$ cat src/design/channel_volume_mute_control_regs.svh
// How it works
// - fade bit 7 of fade/mute config enables gradual volume steps; resets to 1
// - bit 1 of fade/mute config mutes the right channel; resets to 0
// - bit 0 of fade/mute config mutes the left channel; resets to 0
// - soft mute keeps blocks running and drives speaker outputs at 50/50 duty
// - all-ones volume code is +24 dB, each lower code half a dB less
// - each volume register resets to 11001111, applied as 0 dB
// - code 00000111 is -100 dB; any lower code mutes the channel
// - left volume is a full 8-bit read/write register at 0x04
// - right volume is an independent 8-bit register at 0x05, same mapping
// - analog config at 0x06: bridge 7, rate 6:4, gain 3:2, source 1, bit 0
// - bridge bit 0 gives two bridged channels, 1 one paralleled mono bridge
// - mono source bit 0 takes right input, 1 takes left input
`ifndef CHANNEL_VOLUME_MUTE_CONTROL_REGS_SVH
`define CHANNEL_VOLUME_MUTE_CONTROL_REGS_SVH

// ----------------------------------------------------------------------
// offsets
// ----------------------------------------------------------------------
`define FADE_MUTE_CFG_OFS   8'h03
`define LEFT_GAIN_OFS       8'h04
`define RIGHT_GAIN_OFS      8'h05
`define ANALOG_CFG_OFS      8'h06

// ----------------------------------------------------------------------
// fields
// ----------------------------------------------------------------------
`define FADE_EN_BIT         7
`define MUTE_RIGHT_BIT      1
`define MUTE_LEFT_BIT       0
`define FADE_MUTE_WMASK     8'h83
`define BRIDGE_BIT          7
`define RATE_MSB            6
`define RATE_LSB            4
`define AGAIN_MSB           3
`define AGAIN_LSB           2
`define SOURCE_BIT          1

// ----------------------------------------------------------------------
// reset values and codes
// ----------------------------------------------------------------------
`define FADE_MUTE_RST       8'h80
`define GAIN_RST            8'hCF
`define ANALOG_RST          8'h51
`define UNITY_CODE          9'h0CF
`define MUTE_BELOW_CODE     8'h07

// ----------------------------------------------------------------------
// timing
// ----------------------------------------------------------------------
`define CLK_PERIOD_NS       20
`define FADE_STEP_NS        20480
`define FADE_STEP_CYCLES    (`FADE_STEP_NS / `CLK_PERIOD_NS)

`endif

$ cat src/design/channel_volume_mute_control_pkg.sv
package channel_volume_mute_control_pkg;

    typedef logic [7:0] vol_code_t;
    typedef logic signed [8:0] half_db_t;

    typedef enum logic {
        BRIDGE_STEREO,
        BRIDGE_MONO
    } bridge_mode_e;

endpackage : channel_volume_mute_control_pkg

$ cat src/design/channel_volume_mute_control.sv
`timescale 1ns/100ps
`include "channel_volume_mute_control_regs.svh"

module channel_volume_mute_control #(
    parameter int FADE_STEP_CYCLES = `FADE_STEP_CYCLES
) (
    input  wire logic       clk_i,
    input  wire logic       nrst_i,
    input  wire logic [7:0] reg_addr_i,
    input  wire logic [7:0] reg_wdata_i,
    input  wire logic       reg_wr_i,
    input  wire logic       reg_rd_i,
    output logic      [7:0] reg_rdata_o,
    output logic      [7:0] left_code_o,
    output logic      [7:0] right_code_o,
    output logic      [8:0] left_half_db_o,
    output logic      [8:0] right_half_db_o,
    output logic            left_mute_o,
    output logic            right_mute_o,
    output logic            spk_a_half_duty_o,
    output logic            spk_b_half_duty_o,
    output logic            spk_a_from_left_o,
    output logic            spk_b_from_left_o,
    output logic            mono_bridge_select_o,
    output logic      [2:0] switch_rate_o,
    output logic      [1:0] analog_gain_o
);

    // ------------------------------------------------------------------
    // register file
    // ------------------------------------------------------------------
    logic [7:0]                              fade_mute_reg;
    channel_volume_mute_control_pkg::vol_code_t gain_reg [2];
    logic [7:0]                              analog_reg;

    wire sel_cfg    = (reg_addr_i == `FADE_MUTE_CFG_OFS);
    wire sel_left   = (reg_addr_i == `LEFT_GAIN_OFS);
    wire sel_right  = (reg_addr_i == `RIGHT_GAIN_OFS);
    wire sel_analog = (reg_addr_i == `ANALOG_CFG_OFS);

    // reserved bits 6:2 never stored, read back as zero
    wire [7:0] cfg_wval = reg_wdata_i & `FADE_MUTE_WMASK;

    wire [7:0] rd_mux =
        sel_cfg    ? fade_mute_reg :
        sel_left   ? gain_reg[0]   :
        sel_right  ? gain_reg[1]   :
        sel_analog ? analog_reg    : 8'h00;

    // ------------------------------------------------------------------
    // write decode
    // ------------------------------------------------------------------
    wire wr_cfg    = reg_wr_i & sel_cfg;
    wire wr_left   = reg_wr_i & sel_left;
    wire wr_right  = reg_wr_i & sel_right;
    wire wr_analog = reg_wr_i & sel_analog;

    always_ff @(posedge clk_i or negedge nrst_i) begin
        if (!nrst_i) begin
            fade_mute_reg <= `FADE_MUTE_RST;
        end else if (wr_cfg) begin
            fade_mute_reg <= cfg_wval;
        end
    end

    always_ff @(posedge clk_i or negedge nrst_i) begin
        if (!nrst_i) begin
            gain_reg[0] <= `GAIN_RST;
        end else if (wr_left) begin
            gain_reg[0] <= reg_wdata_i;
        end
    end

    always_ff @(posedge clk_i or negedge nrst_i) begin
        if (!nrst_i) begin
            gain_reg[1] <= `GAIN_RST;
        end else if (wr_right) begin
            gain_reg[1] <= reg_wdata_i;
        end
    end

    always_ff @(posedge clk_i or negedge nrst_i) begin
        if (!nrst_i) begin
            analog_reg <= `ANALOG_RST;
        end else if (wr_analog) begin
            analog_reg <= reg_wdata_i;
        end
    end

    // ------------------------------------------------------------------
    // read port
    // ------------------------------------------------------------------
    always_ff @(posedge clk_i or negedge nrst_i) begin
        if (!nrst_i) begin
            reg_rdata_o <= 8'h00;
        end else if (reg_rd_i) begin
            reg_rdata_o <= rd_mux;
        end
    end

    // ------------------------------------------------------------------
    // fade step timer
    // ------------------------------------------------------------------
    localparam int STEP_W = (FADE_STEP_CYCLES > 1) ?
                            $clog2(FADE_STEP_CYCLES) : 1;
    localparam logic [STEP_W-1:0] STEP_LAST =
        STEP_W'(FADE_STEP_CYCLES - 1);

    logic [STEP_W-1:0] fade_cnt_reg;
    wire fade_en   = fade_mute_reg[`FADE_EN_BIT];
    wire fade_tick = (fade_cnt_reg == STEP_LAST);

    always_ff @(posedge clk_i or negedge nrst_i) begin
        if (!nrst_i) begin
            fade_cnt_reg <= STEP_W'(0);
        end else if (fade_tick) begin
            fade_cnt_reg <= STEP_W'(0);
        end else begin
            fade_cnt_reg <= fade_cnt_reg + STEP_W'(1);
        end
    end

    // ------------------------------------------------------------------
    // per-channel applied volume
    // ------------------------------------------------------------------
    logic [7:0] applied_reg [2];
    logic [8:0] half_db_reg [2];
    logic [1:0] ch_mute_reg;
    wire  [1:0] soft_mute = {fade_mute_reg[`MUTE_RIGHT_BIT],
                             fade_mute_reg[`MUTE_LEFT_BIT]};

    genvar ch;
    generate
        for (ch = 0; ch < 2; ch++) begin : g_chan
            wire       up   = applied_reg[ch] < gain_reg[ch];
            wire       down = applied_reg[ch] > gain_reg[ch];
            wire [7:0] stepped =
                up   ? applied_reg[ch] + 8'h01 :
                down ? applied_reg[ch] - 8'h01 : applied_reg[ch];
            // one code per tick while fading, else jump at once
            wire [7:0] code_next =
                !fade_en  ? gain_reg[ch] :
                fade_tick ? stepped      : applied_reg[ch];
            // half-dB offset from the unity code
            wire [8:0] db_next = {1'b0, code_next} - `UNITY_CODE;
            wire       vol_mute = code_next < `MUTE_BELOW_CODE;

            always_ff @(posedge clk_i or negedge nrst_i) begin
                if (!nrst_i) begin
                    applied_reg[ch] <= `GAIN_RST;
                    half_db_reg[ch] <= 9'h000;
                    ch_mute_reg[ch] <= 1'b0;
                end else begin
                    applied_reg[ch] <= code_next;
                    half_db_reg[ch] <= db_next;
                    ch_mute_reg[ch] <= vol_mute | soft_mute[ch];
                end
            end
        end
    endgenerate

    // ------------------------------------------------------------------
    // speaker routing
    // ------------------------------------------------------------------
    localparam logic [7:0] ANALOG_INIT = `ANALOG_RST;

    wire mono   = analog_reg[`BRIDGE_BIT] ==
                  channel_volume_mute_control_pkg::BRIDGE_MONO;
    wire src_lf = analog_reg[`SOURCE_BIT];
    wire a_left = mono ? src_lf : 1'b1;
    wire b_left = mono ? src_lf : 1'b0;

    always_ff @(posedge clk_i or negedge nrst_i) begin
        if (!nrst_i) begin
            spk_a_from_left_o    <= 1'b1;
            spk_b_from_left_o    <= 1'b0;
            mono_bridge_select_o <= ANALOG_INIT[`BRIDGE_BIT];
        end else begin
            spk_a_from_left_o    <= a_left;
            spk_b_from_left_o    <= b_left;
            mono_bridge_select_o <= mono;
        end
    end

    // ------------------------------------------------------------------
    // speaker mute
    // ------------------------------------------------------------------
    wire a_mute = a_left ? ch_mute_reg[0] : ch_mute_reg[1];
    wire b_mute = b_left ? ch_mute_reg[0] : ch_mute_reg[1];

    always_ff @(posedge clk_i or negedge nrst_i) begin
        if (!nrst_i) begin
            spk_a_half_duty_o <= 1'b0;
            spk_b_half_duty_o <= 1'b0;
        end else begin
            spk_a_half_duty_o <= a_mute;
            spk_b_half_duty_o <= b_mute;
        end
    end

    // ------------------------------------------------------------------
    // analog fields
    // ------------------------------------------------------------------
    wire [2:0] rate_field  = analog_reg[`RATE_MSB:`RATE_LSB];
    wire [1:0] again_field = analog_reg[`AGAIN_MSB:`AGAIN_LSB];

    always_ff @(posedge clk_i or negedge nrst_i) begin
        if (!nrst_i) begin
            switch_rate_o <= ANALOG_INIT[`RATE_MSB:`RATE_LSB];
            analog_gain_o <= ANALOG_INIT[`AGAIN_MSB:`AGAIN_LSB];
        end else begin
            switch_rate_o <= rate_field;
            analog_gain_o <= again_field;
        end
    end

    // ------------------------------------------------------------------
    // volume status outputs
    // ------------------------------------------------------------------
    assign left_code_o     = applied_reg[0];
    assign right_code_o    = applied_reg[1];
    assign left_half_db_o  = half_db_reg[0];
    assign right_half_db_o = half_db_reg[1];
    assign left_mute_o     = ch_mute_reg[0];
    assign right_mute_o    = ch_mute_reg[1];

endmodule : channel_volume_mute_control

$ cat config.mk
export PLATFORM = sky130hd
export DESIGN_NAME = channel_volume_mute_control
export DESIGN_NICKNAME = d
export VERILOG_FILES = /design/src/design/channel_volume_mute_control_pkg.sv /design/src/design/channel_volume_mute_control.sv
export VERILOG_INCLUDE_DIRS = /design/src /design/src/design
export SDC_FILE = /design/constraint.sdc
export NUM_CORES = 1
export LEC_CHECK = 0
export ABC_CLOCK_PERIOD_IN_PS = 3560
export BUFFER_PORTS_ARGS = -buffer_cell sky130_fd_sc_hd__buf_2
export CAP_MARGIN = 15
export CORE_MARGIN = 2
export CORE_UTILIZATION = 57
export CTS_CLUSTER_SIZE = 40
export DETAILED_ROUTE_END_ITERATION = 7
export PLACE_DENSITY = 0.8
export SLEW_MARGIN = 20
export SYNTH_ARGS = -nofsm -noshare
export SYNTH_HDL_FRONTEND = slang
export SYNTH_SLANG_ARGS = --single-unit
$ cat constraint.sdc
create_clock -name clk_i -period 3.56 [get_ports clk_i]
set_clock_uncertainty 0.15 [all_clocks]
set_input_delay 0.712 -clock clk_i [delete_from_list [all_inputs] [get_ports clk_i]]
set_output_delay 0.712 -clock clk_i [all_outputs]
set_load 0.01 [all_outputs]
==> flow_summary_export.csv <==
group,metric,value,unit
outcome,status,"finished, final reports clean",
worst_setup_path,cp_max_fo,4,
clocking,cts_tree,"yes",
placed_design,dpl_worst_slack,0.08281,ns
placed_design,portBuffers,73,
clocking,path_clk_slew,0.09,ns
global_routing,grt_pass1_vias,3710,
synthesis,yosys.cell_types.count,56,
worst_setup_path,r2r_start,"gain_reg[1]",
sta,setup_viol,0,
sta,hold_viol,0,
power_and_ir_drop,total_power,3363,uW
worst_setup_path,cp-startpoint,"gain_reg[1]",
synthesis,synth_nets,527,
job,maxCapViolations,0,
global_routing,grt_pass1_wl,18440,um
clocking,htreeDepth,3,
detailed_routing,antenna_left,0,
floorplan,initial_utilization,58.66,%
clocking,clock_latency,0.35,ns
sta,worst_slack,0.1418,ns
floorplan,rows,33,
synthesis,synth_edf_count,0,
clocking,cts.root.buffer_cell,"clkbuf_8",
hold_path,min_path_type,"flip-flop to flip-flop",
worst_setup_path,startpoint_type,"flip-flop",
detailed_routing,drt-vias-per-instance,5.819,
sta,maxSlewHeadroom,49.61,%
layout,fill_cells,679,
clocking,clk_path_buf_depth,2,
power_and_ir_drop,p_per_area,601.6,nW/um2
worst_setup_path,crit_arrival,3.50,ns
detailed_routing,routed_wl,11240,um
detailed_routing,drc,0,
hold_path,min_from,"analog_reg[4]",
layout,largest_reg_flops,16,
global_routing,gr-usage-all-layers,26.10,%
sta,period_needed,3.418,ns
synthesis,synth_ff_type,"dfrtp_1",
global_routing,antenna_found_initial,0,
worst_setup_path,critPathKind,"flip-flop to flip-flop",
sta,finalCritPeriodShare,96.02,%
synthesis,syn_inst,484,
worst_setup_path,end_kind,"flip-flop",
worst_setup_path,worst_ep_required_time,3.64,ns
layout,area_growth,16.57,%
floorplan,ios,74,
synthesis,async_flop_share,100.0,%
synthesis,ys_seq_elements,91,
layout,n_antenna_cell,0,
clocking,clock-sinks,91,
floorplan,core,8175,um2
sta,slew_viol_final,0,
placed_design,dp_hpwl,8302,um
detailed_routing,wire_per_inst,16.57,um
global_routing,overflow,0,
floorplan,design.die.area,9163,um2
layout,utilization,68.38,%
synthesis,syn_area,4796,um2
floorplan,fp.dieH,95.73,um
clocking,ctsHoldBuffers,0,
layout,fin_cells,678,
synthesis,yosysWarnings,0,
synthesis,avgSynthCellArea,9.909,um2
clocking,numCtsBuffers,9,
detailed_routing,detail_route.iter0.violations,349,
layout,nNetsFinal,611,
power_and_ir_drop,peakVddDrop,0.3746,mV
synthesis,synth_seq_area_share,48.29,%
detailed_routing,drt_pass1_iterations,5,
placed_design,gp_congestion,0.9703,
global_routing,grt_max_degree,88,
sta,worst_pin_slew,0.7559,ns
power_and_ir_drop,power_leakage,0.002614,uW
placed_design,dp.cells,661,
layout,drive_above_1_share,28.62,%
detailed_routing,vias,3945,
sta,fmax,292.6,MHz
floorplan,die_w,95.73,um
[timing repair]
| item | in CTS | in global routing |
|---|---|---|
| gates resized for setup | 0 | 4 |
| buffers inserted | 0 | 1 |
| endpoints found under the setup margin | 0 | 3 |
[synthesized netlist by cell type, drive strengths merged, types with 3 or more instances]
library cell	n	area [um2]
a2111oi	4	47.55
a211oi	3	22.52
a21o	4	32.53
a21oi	21	112.6
a22oi	4	30.03
and2	5	31.28
and3	9	56.30
buf	6	27.52
clkbuf	9	33.78
dfrtp	60	1501
dfstp	31	814.5
ha	23	287.8
inv	35	131.4
mux2	15	168.9
mux2i	13	130.1
nand2	48	180.2
nand2b	5	31.28
nand3	19	95.09
nand4	6	37.54
nor2	30	112.6
nor2b	4	32.53
nor3	11	55.05
nor3b	3	22.52
nor4	3	18.77
o211ai	6	50.05
o21ai	47	235.2
or3	8	50.05
xnor2	13	113.9
xor2	11	96.34
[cell type report]
cell class | instances | area (um2) | share of cell area [%]
clock buffers | 10 | 127.6 | 2.283
inverters | 35 | 131.4 | 2.350
multi-input cells | 343 | 2310 | 41.32
clock inverters | 6 | 90.09 | 1.611
repair buffers | 88 | 484.2 | 8.662
flip-flops and latches | 91 | 2316 | 41.43
well taps | 105 | 131.4 | 2.350
[worst max-delay path, stage by stage, from the launching register on]
cell and delay, ns:
dfstp_2 0.55, inv_1 0.10, ha_1 0.31, nor2b_4 0.13, o211ai_2 0.18, a21o_2 0.20, nand2_1 0.12, o311a_1 0.43
a21oi_2 0.16, ha_2 0.22, inv_1 0.08, a2111oi_4 0.40, nor2_1 0.11, xnor2_1 0.14
[power breakdown]
group	switching, uW	leakage (uW)	internal [uW]
logic	688	0.00145	491
registers	160	0.00106	1260
clock network	369	0.000107	399
total	1220	0.00261	2150
[worst paths after layout]
kind	endpoint	slack [ns]	cells past startpoint
setup / recovery	right_half_db_o[6]	0.14	13
hold / removal	switch_rate_o[0]	0.23	0
setup reg to reg	right_half_db_o[6]	0.14	13
hold reg to reg	switch_rate_o[0]	0.23	0
max in group asynchronous	gain_reg[11]	2.32	2
min in group asynchronous	left_half_db_o[6]	0.25	1
[through the flow]
step / hold WS [ns] / area (um2) / TNS, ns
6_report: 0.2308 / 5590 / 0
5_1_grt: 0.2389 / 5590 / -0.05214
4_1_cts: 0.2315 / 5557 / 0
3_5_place_dp: 0.2190 / 5339 / 0
3_3_place_gp: 0.2142 / 5339 / 0
2_1_floorplan: 0.2094 / 4796 / 0
[metal layers]
layer	part of all wire (%)	routed length, um	vias to the layer above	global-route usage, %
li1	-	-	1883	-
met1	44	4980	1889	36.91
met2	47	5326	148	40.68
met3	6.1	690	25	3.602
met4	2.1	239	0	10.60
met5	0	0	-	0
[layout by cell type, fill, tap and decap left out, types with 3 or more instances in the layout]
cell type,count
ha_1,22
a22oi_1,4
mux2_2,15
nor2b_1,3
or3_1,8
and3_1,9
and2_1,5
o211ai_1,5
a21oi_1,18
nor3_1,11
dfrtp_1,60
nand4_1,6
nand3_1,19
a211oi_1,3
mux2i_1,12
inv_1,35
dfstp_2,31
nor2_1,30
o21ai_0,46
a21oi_2,3
nand2_1,48
clkbuf_8,9
buf_4,15
nor4_1,3
xor2_1,11
buf_2,72
nor3b_1,3
nand2b_1,5
xnor2_1,13
[cell families (layout without fill, tap and decap cells)]
| group | after synthesis | after routing | synth area share [%] |
|---|---|---|---|
| mux | 28 | 28 | 6.235 |
| simple gates | 156 | 156 | 15.91 |
| buf+inv | 50 | 139 | 4.018 |
| flops | 91 | 91 | 48.29 |
| fa+ha+maj | 23 | 23 | 6.001 |
| compound gates | 112 | 112 | 15.16 |
| xor+xnor | 24 | 24 | 4.383 |
No activity file was read; power rests on OpenSTA's default activity.
